## src/design/intc_pkg.sv

```systemverilog
// Package for the eight-source interrupt controller: offsets, fields, reset values, types
package intc_pkg;

   // Wishbone word offsets (byte addresses)
   localparam logic [7:0] ADDR_ENABLE    = 8'h00;
   localparam logic [7:0] ADDR_PRIO_LOW  = 8'h04;
   localparam logic [7:0] ADDR_PRIO_HIGH = 8'h08;
   localparam logic [7:0] ADDR_EXT_CTRL  = 8'h0c;
   localparam logic [7:0] ADDR_FLAGS     = 8'h10;
   localparam logic [7:0] ADDR_CORE      = 8'h14;
   localparam logic [7:0] ADDR_EVT_STAT  = 8'h18;
   localparam logic [7:0] ADDR_EVT_MASK  = 8'h1c;

   // Reset values
   localparam logic [7:0] RST_ENABLE    = 8'h00;
   localparam logic [7:0] RST_PRIO_LOW  = 8'h00;
   localparam logic [7:0] RST_PRIO_HIGH = 8'h00;
   localparam logic [7:0] RST_EXT_CTRL  = 8'h00;
   localparam logic [7:0] RST_EVT_MASK  = 8'h00;

   // Enable register fields and low-priority write mask
   localparam int EN_GLOBAL_BIT = 7;
   localparam logic [7:0] ENABLE_MASK   = 8'hbf;
   localparam logic [7:0] PRIO_LOW_MASK = 8'h3f;

   // External control register fields (ext3 in high nibble, ext2 in low nibble)
   localparam int XC_PRIO_BIT = 3;
   localparam int XC_EN_BIT   = 2;
   localparam int XC_FLAG_BIT = 1;
   localparam int XC_TYPE_BIT = 0;
   localparam int XC_EXT2_LSB = 0;
   localparam int XC_EXT3_LSB = 4;

   // Flags register fields
   localparam int FL_EXT0   = 0;
   localparam int FL_EXT1   = 1;
   localparam int FL_T0     = 2;
   localparam int FL_T1     = 3;
   localparam int FL_T0TYPE = 4;
   localparam int FL_T1TYPE = 5;
   localparam int FL_RX     = 6;
   localparam int FL_TX     = 7;
   localparam int FL_T2OV   = 8;
   localparam int FL_T2EX   = 9;

   // Source indices in polling order
   localparam int NUM_SRC  = 8;
   localparam int SRC_EXT0 = 0;
   localparam int SRC_T0   = 1;
   localparam int SRC_EXT1 = 2;
   localparam int SRC_T1   = 3;
   localparam int SRC_SER  = 4;
   localparam int SRC_T2   = 5;
   localparam int SRC_EXT2 = 6;
   localparam int SRC_EXT3 = 7;

   // Vector of source n is base plus n times step
   localparam logic [7:0] VEC_BASE = 8'h03;
   localparam logic [7:0] VEC_STEP = 8'h08;

   // Event status bits
   localparam int EV_GRANT = 0;
   localparam int EV_RETI  = 1;

   typedef enum logic [1:0] {
      ST_IDLE   = 2'b00,
      ST_OFFER  = 2'b01,
      ST_SERVE  = 2'b10
   } grant_state_t;

   // Result of arbitration
   typedef struct packed {
      logic       valid;
      logic [2:0] src;
      logic [1:0] level;
   } winner_t;

   // Grant presented to core
   typedef struct packed {
      logic       req;
      logic [7:0] vector;
      logic [1:0] level;
   } core_req_t;

endpackage

```

## src/design/intc_arbiter.sv

```systemverilog
// Combinational arbiter: highest level, then fixed polling order
`timescale 1ns/100ps
module intc_arbiter #(
   parameter int N = 8
) (
   // Requests and levels
   input  wire logic [N-1:0]   pend_i,
   input  wire logic [2*N-1:0] level_i,
   // Preemption threshold
   input  wire logic           busy_i,
   input  wire logic [1:0]     floor_i,
   // Result
   output intc_pkg::winner_t   win_o
);

   always_comb begin
      win_o = '0;
      // Scan from last to first so the lowest index wins ties
      for (int i = N - 1; i >= 0; i--) begin
         if (pend_i[i] && (!win_o.valid || level_i[2*i +: 2] >= win_o.level)) begin
            win_o.valid = 1'b1;
            win_o.src   = 3'(i);
            win_o.level = level_i[2*i +: 2];
         end
      end
      // Only strictly higher levels preempt a routine in service
      if (busy_i && win_o.level <= floor_i) begin
         win_o.valid = 1'b0;
      end
   end

endmodule

```

## src/design/intc_top.sv

```systemverilog
// Eight-source four-level interrupt controller with Wishbone register access
//
// Local design decisions: register access over Wishbone and the register offsets.
`timescale 1ns/100ps
module intc_top #(
   parameter int NSRC = 8
) (
   // Clock and reset
   input  wire logic            clk_i,
   input  wire logic            rst_i,
   // Wishbone slave
   input  wire logic            cyc_i,
   input  wire logic            stb_i,
   input  wire logic            we_i,
   input  wire logic [7:0]      adr_i,
   input  wire logic [3:0]      sel_i,
   input  wire logic [31:0]     dat_i,
   output logic      [31:0]     dat_o,
   output logic                 ack_o,
   // External request pins, active low
   input  wire logic [3:0]      ext_int_n_i,
   // Peripheral flag sets, one-cycle pulses
   input  wire logic            timer0_ovf_i,
   input  wire logic            timer1_ovf_i,
   input  wire logic            timer2_ovf_i,
   input  wire logic            timer2_ext_i,
   input  wire logic            rx_done_i,
   input  wire logic            tx_done_i,
   // Core handshake
   input  wire logic            core_ack_i,
   input  wire logic            core_reti_i,
   output intc_pkg::core_req_t  core_o,
   // Controller event interrupt
   output logic                 irq_o
);

   typedef struct packed {
      logic [7:0]                 enable;
      logic [7:0]                 prio_low;
      logic [7:0]                 prio_high;
      logic [7:0]                 ext_ctrl;
      logic [1:0]                 ext01_flag;
      logic [1:0]                 ext01_type;
      logic [3:0]                 pin_prev;
      logic                       t0_flag;
      logic                       t1_flag;
      logic                       rx_flag;
      logic                       tx_flag;
      logic                       t2ov_flag;
      logic                       t2ex_flag;
      intc_pkg::grant_state_t     state;
      logic [2:0]                 cur_src;
      logic [3:0]                 in_service;
      logic [1:0]                 evt_stat;
      logic [1:0]                 evt_mask;
      logic [31:0]                rdata;
      logic                       ack;
      intc_pkg::core_req_t        core;
      logic                       irq;
   } state_t;

   state_t q, d;

   logic [NSRC-1:0]    pend;
   logic [2*NSRC-1:0]  level;
   logic [NSRC-1:0]    src_en;
   logic [3:0]         ext_flag;
   logic [3:0]         ext_type;
   logic               busy;
   logic [1:0]         floor_lvl;
   intc_pkg::winner_t  win;
   logic               wr;
   logic               rd;
   logic [7:0]         wb0;
   logic [15:0]        wb16;

   // Index of highest set in-service level
   function automatic logic [1:0] top_level(input logic [3:0] v);
      top_level = 2'd0;
      for (int i = 0; i < 4; i++) begin
         if (v[i]) begin
            top_level = 2'(i);
         end
      end
   endfunction

   // Merge byte lanes of a write onto an old value
   function automatic logic [15:0] lane_merge(input logic [15:0] old, input logic [31:0] wd,
                                              input logic [3:0] sel);
      lane_merge = old;
      if (sel[0]) begin
         lane_merge[7:0] = wd[7:0];
      end
      if (sel[1]) begin
         lane_merge[15:8] = wd[15:8];
      end
   endfunction

   // Byte lane 0 onto an old byte; every eight-bit register lives in that lane
   function automatic logic [7:0] lane_byte(input logic [7:0] old, input logic [31:0] wd, input logic [3:0] sel);
      lane_byte = sel[0] ? wd[7:0] : old;
   endfunction

   assign wr = cyc_i && stb_i && we_i && !q.ack;
   assign rd = cyc_i && stb_i && !we_i && !q.ack;
   assign wb0 = lane_byte(8'h00, dat_i, sel_i);
   // Flags register spans two lanes, so it is merged as a half word
   assign wb16 = lane_merge({6'h00, q.t2ex_flag, q.t2ov_flag, q.tx_flag, q.rx_flag, q.ext01_type, q.t1_flag,
                             q.t0_flag, q.ext01_flag}, dat_i, sel_i);

   // Per-source view of flags, enables and levels
   always_comb begin
      ext_flag = {q.ext_ctrl[intc_pkg::XC_EXT3_LSB + intc_pkg::XC_FLAG_BIT],
                  q.ext_ctrl[intc_pkg::XC_EXT2_LSB + intc_pkg::XC_FLAG_BIT],
                  q.ext01_flag};
      ext_type = {q.ext_ctrl[intc_pkg::XC_EXT3_LSB + intc_pkg::XC_TYPE_BIT],
                  q.ext_ctrl[intc_pkg::XC_EXT2_LSB + intc_pkg::XC_TYPE_BIT],
                  q.ext01_type};
      src_en = {q.ext_ctrl[intc_pkg::XC_EXT3_LSB + intc_pkg::XC_EN_BIT],
                q.ext_ctrl[intc_pkg::XC_EXT2_LSB + intc_pkg::XC_EN_BIT],
                q.enable[5:0]};
      pend = '0;
      if (q.enable[intc_pkg::EN_GLOBAL_BIT]) begin
         pend[intc_pkg::SRC_EXT0] = ext_flag[0] && src_en[0];
         pend[intc_pkg::SRC_T0]   = q.t0_flag && src_en[1];
         pend[intc_pkg::SRC_EXT1] = ext_flag[1] && src_en[2];
         pend[intc_pkg::SRC_T1]   = q.t1_flag && src_en[3];
         pend[intc_pkg::SRC_SER]  = (q.rx_flag || q.tx_flag) && src_en[4];
         pend[intc_pkg::SRC_T2]   = (q.t2ov_flag || q.t2ex_flag) && src_en[5];
         pend[intc_pkg::SRC_EXT2] = ext_flag[2] && src_en[6];
         pend[intc_pkg::SRC_EXT3] = ext_flag[3] && src_en[7];
      end
      // Level is {high,low}; 3 means highest
      for (int i = 0; i < 6; i++) begin
         level[2*i +: 2] = {q.prio_high[i], q.prio_low[i]};
      end
      level[2*intc_pkg::SRC_EXT2 +: 2] = {q.prio_high[6],
                                          q.ext_ctrl[intc_pkg::XC_EXT2_LSB + intc_pkg::XC_PRIO_BIT]};
      level[2*intc_pkg::SRC_EXT3 +: 2] = {q.prio_high[7],
                                          q.ext_ctrl[intc_pkg::XC_EXT3_LSB + intc_pkg::XC_PRIO_BIT]};
      busy = |q.in_service;
      floor_lvl = top_level(q.in_service);
   end

   intc_arbiter #(
      .N       (NSRC)
   ) u_arb (
      .pend_i  (pend),
      .level_i (level),
      .busy_i  (busy),
      .floor_i (floor_lvl),
      .win_o   (win)
   );

   always_comb begin
      d = q;
      d.ack = 1'b0;
      d.pin_prev = ext_int_n_i;

      // Hardware flag sets; these win over any clear in the same cycle
      if (timer0_ovf_i) begin
         d.t0_flag = 1'b1;
      end
      // Software writes act before hardware sets and clears
      if (wr && adr_i == intc_pkg::ADDR_ENABLE) begin
         d.enable = lane_byte(q.enable, dat_i, sel_i) & intc_pkg::ENABLE_MASK;
      end else if (wr && adr_i == intc_pkg::ADDR_PRIO_LOW) begin
         d.prio_low = lane_byte(q.prio_low, dat_i, sel_i) & intc_pkg::PRIO_LOW_MASK;
      end else if (wr && adr_i == intc_pkg::ADDR_PRIO_HIGH) begin
         d.prio_high = lane_byte(q.prio_high, dat_i, sel_i);
      end else if (wr && adr_i == intc_pkg::ADDR_EXT_CTRL) begin
         d.ext_ctrl = lane_byte(q.ext_ctrl, dat_i, sel_i);
      end else if (wr && adr_i == intc_pkg::ADDR_FLAGS) begin
         {d.t2ex_flag, d.t2ov_flag, d.tx_flag, d.rx_flag, d.ext01_type, d.t1_flag, d.t0_flag,
          d.ext01_flag} = wb16[9:0];
      end else if (wr && adr_i == intc_pkg::ADDR_EVT_STAT) begin
         d.evt_stat = q.evt_stat & ~wb0[1:0];
      end else if (wr && adr_i == intc_pkg::ADDR_EVT_MASK) begin
         d.evt_mask = 2'(lane_byte({6'h00, q.evt_mask}, dat_i, sel_i));
      end

      // External request flags
      for (int i = 0; i < 4; i++) begin
         logic nf;
         nf = ext_flag[i];
         if (i < 2) begin
            nf = d.ext01_flag[i];
         end else begin
            nf = d.ext_ctrl[intc_pkg::XC_EXT2_LSB + 4*(i-2) + intc_pkg::XC_FLAG_BIT];
         end
         if (!ext_type[i]) begin
            nf = !ext_int_n_i[i]; // Pin owns the flag in level mode
         end else if (q.pin_prev[i] && !ext_int_n_i[i]) begin
            nf = 1'b1;
         end
         if (i < 2) begin
            d.ext01_flag[i] = nf;
         end else begin
            d.ext_ctrl[intc_pkg::XC_EXT2_LSB + 4*(i-2) + intc_pkg::XC_FLAG_BIT] = nf;
         end
      end

      if (timer0_ovf_i) begin
         d.t0_flag = 1'b1;
      end
      if (timer1_ovf_i) begin
         d.t1_flag = 1'b1;
      end
      if (timer2_ovf_i) begin
         d.t2ov_flag = 1'b1;
      end
      if (timer2_ext_i) begin
         d.t2ex_flag = 1'b1;
      end
      if (rx_done_i) begin
         d.rx_flag = 1'b1;
      end
      if (tx_done_i) begin
         d.tx_flag = 1'b1;
      end

      // Grant sequencing, one vector at a time
      case (q.state)
         intc_pkg::ST_IDLE, intc_pkg::ST_SERVE: begin
            if (win.valid) begin
               d.state = intc_pkg::ST_OFFER;
               d.cur_src = win.src;
               d.core.req = 1'b1;
               d.core.vector = intc_pkg::VEC_BASE + 8'({5'h00, win.src} * intc_pkg::VEC_STEP);
               d.core.level = win.level;
            end
         end
         intc_pkg::ST_OFFER: begin
            if (core_ack_i) begin
               d.core.req = 1'b0;
               d.state = intc_pkg::ST_SERVE;
               d.in_service[q.core.level] = 1'b1;
               d.evt_stat[intc_pkg::EV_GRANT] = 1'b1;
               // Vectoring clears edge and timer 0/1 flags only
               if (q.cur_src == 3'(intc_pkg::SRC_T0) && !timer0_ovf_i) begin
                  d.t0_flag = 1'b0;
               end else if (q.cur_src == 3'(intc_pkg::SRC_T1) && !timer1_ovf_i) begin
                  d.t1_flag = 1'b0;
               end else if (q.cur_src == 3'(intc_pkg::SRC_EXT0) && ext_type[0]
                            && !(q.pin_prev[0] && !ext_int_n_i[0])) begin
                  d.ext01_flag[0] = 1'b0;
               end else if (q.cur_src == 3'(intc_pkg::SRC_EXT1) && ext_type[1]
                            && !(q.pin_prev[1] && !ext_int_n_i[1])) begin
                  d.ext01_flag[1] = 1'b0;
               end else if (q.cur_src == 3'(intc_pkg::SRC_EXT2) && ext_type[2]
                            && !(q.pin_prev[2] && !ext_int_n_i[2])) begin
                  d.ext_ctrl[intc_pkg::XC_EXT2_LSB + intc_pkg::XC_FLAG_BIT] = 1'b0;
               end else if (q.cur_src == 3'(intc_pkg::SRC_EXT3) && ext_type[3]
                            && !(q.pin_prev[3] && !ext_int_n_i[3])) begin
                  d.ext_ctrl[intc_pkg::XC_EXT3_LSB + intc_pkg::XC_FLAG_BIT] = 1'b0;
               end
            end else if (!win.valid || win.src != q.cur_src) begin
               // Request vanished or was overtaken before the core took it
               d.core.req = 1'b0;
               d.state = busy ? intc_pkg::ST_SERVE : intc_pkg::ST_IDLE;
            end
         end
         default: begin
            d.state = intc_pkg::ST_IDLE;
         end
      endcase

      // Return from routine retires the top in-service level
      if (core_reti_i && q.state != intc_pkg::ST_OFFER && busy) begin
         d.in_service[floor_lvl] = 1'b0;
         d.evt_stat[intc_pkg::EV_RETI] = 1'b1;
         // An offer raised in this same cycle keeps its state, else req would stand outside OFFER
         if (d.in_service == 4'h0 && d.state == intc_pkg::ST_SERVE) begin
            d.state = intc_pkg::ST_IDLE;
         end
      end

      // Register reads answer one cycle after request; unmapped reads as zero
      d.rdata = 32'h0000_0000;
      if (rd) begin
         if (adr_i == intc_pkg::ADDR_ENABLE) begin
            d.rdata[7:0] = q.enable;
         end else if (adr_i == intc_pkg::ADDR_PRIO_LOW) begin
            d.rdata[7:0] = q.prio_low;
         end else if (adr_i == intc_pkg::ADDR_PRIO_HIGH) begin
            d.rdata[7:0] = q.prio_high;
         end else if (adr_i == intc_pkg::ADDR_EXT_CTRL) begin
            d.rdata[7:0] = q.ext_ctrl;
         end else if (adr_i == intc_pkg::ADDR_FLAGS) begin
            d.rdata[9:0] = {q.t2ex_flag, q.t2ov_flag, q.tx_flag, q.rx_flag, q.ext01_type,
                            q.t1_flag, q.t0_flag, q.ext01_flag};
         end else if (adr_i == intc_pkg::ADDR_CORE) begin
            d.rdata[13:0] = {q.core.req, q.cur_src, q.state, q.in_service, q.core.level, busy, 1'b0};
         end else if (adr_i == intc_pkg::ADDR_EVT_STAT) begin
            d.rdata[1:0] = q.evt_stat;
         end else if (adr_i == intc_pkg::ADDR_EVT_MASK) begin
            d.rdata[1:0] = q.evt_mask;
         end
      end
      if (cyc_i && stb_i && !q.ack) begin
         d.ack = 1'b1;
      end
      d.irq = |(d.evt_stat & d.evt_mask);
   end

   always_ff @(posedge clk_i) begin
      if (rst_i) begin
         q <= '0;
         q.enable <= intc_pkg::RST_ENABLE;
         q.prio_low <= intc_pkg::RST_PRIO_LOW;
         q.prio_high <= intc_pkg::RST_PRIO_HIGH;
         q.ext_ctrl <= intc_pkg::RST_EXT_CTRL;
         q.evt_mask <= intc_pkg::RST_EVT_MASK[1:0];
         q.pin_prev <= 4'hf;
         q.state <= intc_pkg::ST_IDLE;
      end else begin
         q <= d;
      end
   end

   assign dat_o = q.rdata;
   assign ack_o = q.ack;
   assign core_o = q.core;
   assign irq_o = q.irq;

endmodule

```

## config.mk

```make
export PLATFORM = sky130hd
export DESIGN_NAME = intc_top
export DESIGN_NICKNAME = d
export VERILOG_FILES = /design/src/design/intc_pkg.sv /design/src/design/intc_arbiter.sv /design/src/design/intc_top.sv
export SDC_FILE = /design/constraint.sdc
export NUM_CORES = 1
export LEC_CHECK = 0
export ABC_AREA = 1
export BUFFER_PORTS_ARGS = -buffer_cell sky130_fd_sc_hd__buf_2
export CORE_MARGIN = 3
export CORE_UTILIZATION = 50
export CTS_BUF_LIST = sky130_fd_sc_hd__clkbuf_4 sky130_fd_sc_hd__clkbuf_8
export DETAILED_ROUTE_END_ITERATION = 8
export GPL_ROUTABILITY_DRIVEN = 0
export PLACE_DENSITY_LB_ADDON = 0.1
export SLEW_MARGIN = 30
export SYNTH_ARGS = -nofsm -noshare
export SYNTH_HDL_FRONTEND = slang
export SYNTH_SLANG_ARGS = --single-unit
```

## constraint.sdc

```tcl
create_clock -name clk_i -period 7 [get_ports clk_i]
set_clock_uncertainty 0.15 [all_clocks]
set_input_delay 2.1 -clock clk_i [delete_from_list [all_inputs] [get_ports clk_i]]
set_output_delay 2.1 -clock clk_i [all_outputs]
set_load 0.01 [all_outputs]
```

==> results.sh, run 1 <==
export IMPL_numCtsBuffers=9
export IMPL_first_pass_iters=5
export IMPL_path_max_fanout=6
export IMPL_synth_edff_count=0
export IMPL_drcViolationCount=0
export IMPL_final_cell_mix="inv_1, buf_4, dfxtp_1"
export IMPL_max_freq_mhz=127.7
export IMPL_cpMaxStageDelayCell="dfxtp_2"
export IMPL_ys_types=41
export IMPL_row_count=33
export IMPL_p_leak_nw=2.526
export IMPL_yosys_area_top_type="dfxtp_1"
export IMPL_io_pins=106
export IMPL_gr_total_overflow=0
export IMPL_synthTopCellsByArea="dfxtp_1, inv_1, buf_4"
export IMPL_critPathRequiredTime_ps=7100
export IMPL_hold_path_class="reg2reg"
export IMPL_die_w_um=100.2
export IMPL_numPortBuffers=60
export IMPL_slowest_delay_ps=360
export IMPL_final_min_clock_period_ps=7834
export IMPL_final_common_cell="inv_1"
export IMPL_maxSlewHeadroom_pct=39.98
export IMPL_start_util_pct=52.69
export IMPL_rsz0062_at_grt="yes"
export IMPL_core_area_um2=8423
export IMPL_setup_viol=9
export IMPL_grt_pass1_wl_um=20870
export IMPL_grt_pass1_vias=4353
export IMPL_use_met1_pct=33.51
export IMPL_place_hpwl_um=9750
export IMPL_fillerInstances=765
export IMPL_finish_instance_area_um2=5662
export IMPL_globalRouteTotalUtil_pct=26.35
export IMPL_ir_drop_mv=0.1002
export IMPL_ys_async_sr_fraction_pct=0
export IMPL_place_area_um2=4938
export IMPL_cts_tree="built"
export IMPL_clockRootBuffer="clkbuf_8"
export IMPL_critPathCaptureType="flip-flop"
export IMPL_synth_warnings=0
export IMPL_wl_per_cell_um=15.39
export IMPL_ant_nets=0
export IMPL_fin_total_pwr_uw=858.6
export IMPL_via_per_inst=5.345
export IMPL_wirelength_um=13090
export IMPL_die_height_um=100.2
export IMPL_final_hold_violation_count=0
export IMPL_worst_pin_slew_ps=897.0
export IMPL_clock_sinks=76
export IMPL_worst_ep_arrival_time_ps=7930
export IMPL_via_count=4549
export IMPL_nNetsFinal=816
export IMPL_worstSkewPairLatency_ps=340
export IMPL_synth_seq_area_share_pct=34.28
export IMPL_netlist_area_leader_share_pct=34.28
export IMPL_layout_setup_ws_ps=-833.5
export IMPL_power_density_nw_per_um2=151.7
export IMPL_antenna_found_initial=0
export IMPL_h_tree_depth=3
export IMPL_status="finished, violations left"
export IMPL_dp_cells=804
export IMPL_fin_crit_sh_pct=111.9
export IMPL_clk_pin_slew_worst_paths_ps=80
export IMPL_stdcell_count=851
export IMPL_grt_start_max_net_pins=34
export IMPL_cp_start_kind="flip-flop"
export IMPL_synth_seq_cells=76
export IMPL_n_antenna_cell=0
export IMPL_violations="negative setup slack"
export IMPL_dieArea_um2=10040
export IMPL_cap_violations=0
export IMPL_drtIter0Drc=297
export IMPL_netlist_area_um2=4438
export IMPL_use_met3_pct=3.405
export IMPL_critPathKind="reg2reg"
export IMPL_slew_violations=0
export IMPL_cts_buffer_depth=2
export IMPL_grt_util_met2_pct=46.53
export IMPL_synth_area_per_cell_um2=7.033
export IMPL_syn_to_final_growth_pct=27.57
export IMPL_place_ws_ps=-1059
export IMPL_synthFlopType="dfxtp_1"
export IMPL_fin_util_pct=67.22
export IMPL_top_usage_layer="met2"
export IMPL_layout_drive_gt1_share_pct=30.16
export IMPL_netlist_instances=631
==> per-layer routing <==
metal	part of all wire, %	wire length (µm)	vias to the layer above
met3	5.2	677	19
li1	-	-	2267
met4	1.6	209	0
met1	43	5679	2108
met5	0	0	-
met2	50	6527	155
==> layout make-up <==
class	instances	area [µm²]	share of cell area, %
flip-flops and latches	76	1525	26.94
clock buffers	12	158.9	2.807
clock inverters	4	47.55	0.8398
inverters	109	411.6	7.271
well taps	105	131.4	2.320
repair buffers	137	885.9	15.65
multi-input cells	408	2501	44.18
==> through the flow <==
| step | setup TNS, ps | hold slack [ps] |
|---|---|---|
| 2_1_floorplan | -3995 | 268.7 |
| 3_3_place_gp | -7333 | 286.4 |
| 3_5_place_dp | -9140 | 293.1 |
| 4_1_cts | -5087 | 307.6 |
| 5_1_grt | -11880 | 325.8 |
| 6_report | -7021 | 311.5 |
==> synth_stat cells, drive strengths merged (13+ instances only) <==
cell type	n
inv	109
dfxtp	76
nor2	66
o21ai	53
nand2	86
ha	14
nor3	18
a211oi	14
buf	45
nand3	33
a21oi	51
clkbuf	13
==> worst paths after layout <==
check / to / slack (ps) / from / cells past startpoint
worst max-delay path: q[57] / -830 / q[78] / 62
worst min-delay path: dat_o[13] / 310 / core_o[10] / 2
worst max register to register: q[57] / -830 / q[78] / 62
worst min register to register: dat_o[13] / 310 / core_o[10] / 2
==> timing repair <==
item                                    in CTS  in global routing
pin swaps                                   34                 47
setup buffers                               22                  9
endpoints found under the setup margin       9                  9
cloned                                       0                  0
hold buffers                                 0                  0
resized for setup                           40                 23
==> power breakdown <==
group          switching [mW]  internal (mW)  leakage, nW
Clock                   0.162          0.187        0.106
Sequential            0.00545          0.439        0.618
Combinational          0.0441         0.0212         1.80
Total                   0.211          0.647         2.53
==> registers in the layout, indices dropped and copies added (netlist names) <==
| signal | count |
|---|---|
| irq_o | 1 |
| core_o | 5 |
| q | 31 |
| level | 16 |
| ack_o | 1 |
| dat_o | 14 |
| ext_type | 4 |
| ext_flag | 4 |
==> worst max-delay path: cells and delay by family (launching register included) <==
| family | cells | cell delay [ps] |
|---|---|---|
| fa+ha+maj | 7 | 1840 |
| compound gates | 10 | 900 |
| simple gates | 37 | 3660 |
| buf+inv | 8 | 800 |
| flops | 1 | 360 |
==> cell families (layout without fill, tap and decap cells) <==
kind of cell,count (synthesis),in the layout,share of synthesized area [%]
and+or+nand+nor,218,218,22.44
buffers and inverters,167,262,18.16
AOI/OAI and AO/OA,154,154,20.83
DFF,76,76,34.28
adders and majority gates,14,14,3.947
other,1,21,0.08450
muxes,1,1,0.2537
(Power assumes the default switching activity.)
==> run 2: changes to the inputs <==
Settings changed: CORE_UTILIZATION 50 to 60.
Clock period 7 ns to 10.1 ns, I/O delays scaled along.
==> results.sh, run 2 (synthesis results as in run 1) <==
export IMPL_clk_pin_slew_worst_paths_ps=80
export IMPL_wirelength_um=11750
export IMPL_clockRootBuffer="clkbuf_8"
export IMPL_cpMaxStageDelayCell="dfxtp_2"
export IMPL_drtIter0Drc=435
export IMPL_place_hpwl_um=8962
export IMPL_grt_pass1_vias=3939
export IMPL_power_density_nw_per_um2=135.9
export IMPL_drcViolationCount=0
export IMPL_row_count=30
export IMPL_cts_buffer_depth=2
export IMPL_largest_register_ffs=31
export IMPL_antenna_found_initial=0
export IMPL_cts_tree="built"
export IMPL_max_freq_mhz=110.4
export IMPL_power_frac_comb_pct=6.5
export IMPL_cpMostUsedCell="nand2_1"
export IMPL_largest_register="q"
export IMPL_numCtsBuffers=9
export IMPL_ant_nets=0
export IMPL_setup_viol=0
export IMPL_switching_share_pct=22.44
export IMPL_start_util_pct=63.57
export IMPL_cp_start_kind="flip-flop"
export IMPL_final_common_cell="inv_1"
export IMPL_core_area_um2=6982
export IMPL_r2r_setup_slack_ps=1050
export IMPL_worst_pin_slew_ps=952.0
export IMPL_cap_violations=0
export IMPL_critPathCaptureType="flip-flop"
export IMPL_syn_to_final_growth_pct=8.909
export IMPL_slowest_delay_ps=460
export IMPL_cp_top_family="simple AND/OR/NAND/NOR gates"
export IMPL_grt_start_max_net_pins=34
export IMPL_clkPwrFrac_pct=46.7
export IMPL_seqPwrFrac_pct=46.8
export IMPL_critPathRequiredTime_ps=10200
export IMPL_numPortBuffers=60
export IMPL_ir_drop_mv=0.1021
export IMPL_post_cts_setup_buffers=0
export IMPL_hold_path_class="reg2reg"
export IMPL_fin_total_pwr_uw=657.0
export IMPL_p_leak_nw=2.114
export IMPL_final_hold_violation_count=0
export IMPL_worst_ep_arrival_time_ps=9160
export IMPL_place_ws_ps=785.5
export IMPL_slew_violations=0
export IMPL_final_cell_mix="inv_1, nand2_1, dfxtp_1"
export IMPL_layout_drive_gt1_share_pct=14.61
export IMPL_first_pass_iters=6
export IMPL_fin_crit_sh_pct=89.64
export IMPL_dieArea_um2=8465
export IMPL_io_pins=106
export IMPL_gr_total_overflow=0
export IMPL_via_per_inst=5.707
export IMPL_grt_pass1_wl_um=19170
export IMPL_cp_num_buf_inv=4
export IMPL_via_count=4377
export IMPL_switchingPower_uw=147.4
export IMPL_path_max_fanout=9
export IMPL_h_tree_depth=3
export IMPL_layout_setup_ws_ps=1046
export IMPL_critPathKind="reg2reg"
export IMPL_die_height_um=92.01
export IMPL_final_min_clock_period_ps=9054
export IMPL_cts_hold_buffers=0
export IMPL_hold_ws_ps=295.6
export IMPL_status="finished, final reports clean"
export IMPL_internal_power_uw=509.6
export IMPL_rsz0062_at_grt="no"
export IMPL_maxSlewHeadroom_pct=36.14
export IMPL_globalRouteTotalUtil_pct=28.47
export IMPL_tns_ps=0
export IMPL_die_w_um=92.01
export IMPL_nNetsFinal=741
export IMPL_wl_per_cell_um=15.32
export IMPL_worstSkewPairLatency_ps=350
export IMPL_n_antenna_cell=0
export IMPL_clock_sinks=76
run 2: cell types whose count changed in the layout (fill, tap and decap cells not counted), moves of 6 or more:
cell	change
ha_1	+7
o21ai_0	+9
nand2_1	+17
nand2_2	-10
buf_4	-73
nand2_4	-7
nand3_1	+6
ha_4	-7
run 2: final timing paths:
kind | from | end | cells after the start
worst max-delay path | q[103] | q[57] | 60
worst min-delay path | core_o[10] | dat_o[13] | 2
worst max register to register | q[103] | q[57] | 60
worst min register to register | core_o[10] | dat_o[13] | 2
run 2: timing repair:
| item | CTS | global route |
|---|---|---|
| resized for setup | 0 | 3 |
| setup endpoints to repair | 0 | 9 |
| endpoints found under the hold margin | 0 | 0 |
run 2: cell type report:
type / count / area (µm²)
tap: 96 / 120.1
sequential: 76 / 1523
fill: 635 / 2148
timing repair buffer: 62 / 315.3
multi-input combinational: 408 / 2196
inverter: 109 / 411.6
clock inverter: 6 / 136.4
clock buffer: 10 / 131.4
run 2: power groups by stage:
stage               Clock, mW  Sequential [mW]  Combinational [mW]
floorplan                   0            0.314              0.0317
global placement            0            0.315              0.0402
detailed placement          0            0.315              0.0412
CTS                     0.309            0.308              0.0416
global route            0.321            0.308              0.0484
finish                  0.307            0.308              0.0426
run 2: worst register-to-register path: cells and delay by family (launching register included):
kind                     cells  cell delay (ps)
AO/OA/AOI/OAI               13             1960
buffers and inverters        4              270
AND/OR/NAND/NOR             35             3980
adder cells (fa/ha/maj)      8             2110
flip-flops                   1              460
run 2: layer usage:
layer / global-route usage, % / part of all wire, % / up-vias / wire length [µm]
li1: - / - / 2107 / -
met1: 36.51 / 42 / 2000 / 4907
met2: 46.78 / 46 / 238 / 5435
met3: 6.317 / 9.8 / 32 / 1157
met4: 10.77 / 2.2 / 0 / 253
met5: 0 / 0 / - / 0
run 2: stage by stage:
step,instance area [µm²],cells,util [%]
2_1_floorplan,4513,651,-
4_1_cts,4822,767,69.07
5_1_grt,4833,767,69.23
3_5_place_dp,4554,751,65.23
6_report,4833,767,69.23
3_3_place_gp,4554,751,65.23
==> run 3: changes to the inputs <==
Settings changed: CORE_UTILIZATION 60 to 58, CTS_BUF_LIST sky130_fd_sc_hd__clkbuf_4 sky130_fd_sc_hd__clkbuf_8 to default.
==> results.sh, run 3 (synthesis results as in run 1) <==
export IMPL_stdcell_count=768
export IMPL_power_frac_comb_pct=7.7
export IMPL_cts_hold_buffers=0
export IMPL_nNetsFinal=741
export IMPL_layout_drive_gt1_share_pct=14.05
export IMPL_place_area_um2=4558
export IMPL_critPathCaptureType="flip-flop"
export IMPL_cts_resized=0
export IMPL_worstSkewPairLatency_ps=340
export IMPL_switchingPower_uw=136.5
export IMPL_fin_crit_sh_pct=88.39
export IMPL_clk_pin_slew_worst_paths_ps=70
export IMPL_reg2reg_from="q[103]"
export IMPL_wl_per_cell_um=14.80
export IMPL_cap_violations=0
export IMPL_worst_ep_arrival_time_ps=9020
export IMPL_internal_power_uw=410.4
export IMPL_antenna_found_initial=0
export IMPL_dieArea_um2=8738
export IMPL_critPathKind="reg2reg"
export IMPL_drcViolationCount=0
export IMPL_cp_start_kind="flip-flop"
export IMPL_finish_instance_area_um2=4725
export IMPL_max_freq_mhz=112.0
export IMPL_multiInputGateArea_um2=2193
export IMPL_slew_violations=0
export IMPL_cpMaxStageDelayCell="dfxtp_2"
export IMPL_final_common_cell="inv_1"
export IMPL_start_util_pct=60.54
export IMPL_worst_pin_slew_ps=894.3
export IMPL_row_count=31
export IMPL_final_min_clock_period_ps=8928
export IMPL_cts_tree="built"
export IMPL_post_cts_setup_buffers=0
export IMPL_clock_sinks=76
export IMPL_io_pins=106
export IMPL_place_ws_ps=819.6
export IMPL_fin_total_pwr_uw=546.9
export IMPL_tns_ps=0
export IMPL_regArea_um2=1523
export IMPL_grt_pass1_wl_um=18620
export IMPL_slowest_delay_ps=450
export IMPL_critPathRequiredTime_ps=10190
export IMPL_cp_startpoint="q[103]"
export IMPL_drtIter0Drc=383
export IMPL_final_hold_violation_count=0
export IMPL_layout_setup_ws_ps=1172
export IMPL_switching_share_pct=24.96
export IMPL_clockRootBuffer="clkbuf_8"
export IMPL_min_delay_start="core_o[10]"
export IMPL_status="finished, final reports clean"
export IMPL_die_w_um=93.48
export IMPL_die_height_um=93.48
export IMPL_via_count=4239
export IMPL_path_max_fanout=11
export IMPL_hold_path_class="reg2reg"
export IMPL_gr_total_overflow=0
export IMPL_globalRouteTotalUtil_pct=27.08
export IMPL_numCtsBuffers=9
export IMPL_cts_buffer_depth=2
export IMPL_ir_drop_mv=0.06624
export IMPL_ant_nets=0
export IMPL_grt_start_max_net_pins=34
export IMPL_p_leak_nw=2.065
export IMPL_largest_register_ffs=31
export IMPL_dp_cells=754
export IMPL_wirelength_um=11370
export IMPL_first_pass_iters=6
export IMPL_cpMostUsedCell="nand2_1"
export IMPL_numPortBuffers=60
export IMPL_seqPwrFrac_pct=56.3
export IMPL_n_antenna_cell=0
export IMPL_maxSlewHeadroom_pct=40.16
export IMPL_core_area_um2=7331
export IMPL_h_tree_depth=3
export IMPL_clkPwrFrac_pct=36.0
export IMPL_largest_register="q"
export IMPL_via_per_inst=5.520
export IMPL_setup_viol=0
export IMPL_syn_to_final_growth_pct=6.456
export IMPL_final_cell_mix="inv_1, nand2_1, dfxtp_1"
export IMPL_place_hpwl_um=8891
export IMPL_fillerInstances=719
export IMPL_power_density_nw_per_um2=115.8
export IMPL_grt_pass1_vias=3926
export IMPL_rsz0062_at_grt="no"
==> run 3: area by class of cell <==
type | instances | area share (%)
clock buffer | 12 | 3.072
clock inverter | 2 | 0.2648
inverter | 109 | 8.713
tap | 99 | 2.622
sequential | 76 | 32.23
multi-input combinational | 408 | 46.42
timing repair buffer | 62 | 6.674
==> run 3: worst max-delay path: cells and delay by family (launching register included) <==
| family | cells | cell delay [ps] |
|---|---|---|
| simple gates | 29 | 3570 |
| fa+ha+maj | 8 | 2180 |
| flops | 1 | 450 |
| compound gates | 15 | 2210 |
| buf+inv | 3 | 240 |
==> run 3: final timing paths <==
check | endpoint | slack, ps | depth (start not counted)
worst max register to register | core_o[1] | 1170 | 55
worst min-delay path | dat_o[13] | 290 | 2
worst max-delay path | core_o[1] | 1170 | 55
worst min register to register | dat_o[13] | 290 | 2
==> run 3: per-layer routing <==
layer | share of wire, % | vias up | wire length, µm | GRT usage (%)
li1 | - | 2112 | - | -
met1 | 45 | 1913 | 5082 | 35.85
met2 | 45 | 182 | 5090 | 42.88
met3 | 7.1 | 32 | 805 | 5.068
met4 | 3.4 | 0 | 391 | 11.97
met5 | 0 | - | 0 | 0
==> run 3: power by group through the flow <==
stage | Clock, mW | Combinational [mW] | Sequential (mW)
global route | 0.213 | 0.0478 | 0.308
CTS | 0.200 | 0.0413 | 0.308
finish | 0.197 | 0.0420 | 0.308
floorplan | 0 | 0.0317 | 0.314
global placement | 0 | 0.0402 | 0.315
detailed placement | 0 | 0.0411 | 0.315
==> run 3: through the flow <==
| stage | hold slack (ps) | util [%] |
|---|---|---|
| CTS | 293.0 | 64.33 |
| global route | 320.5 | 64.45 |
| detailed placement | 282.2 | 62.18 |
| floorplan | 268.7 | - |
| global placement | 274.2 | 62.18 |
| finish | 292.1 | 64.45 |
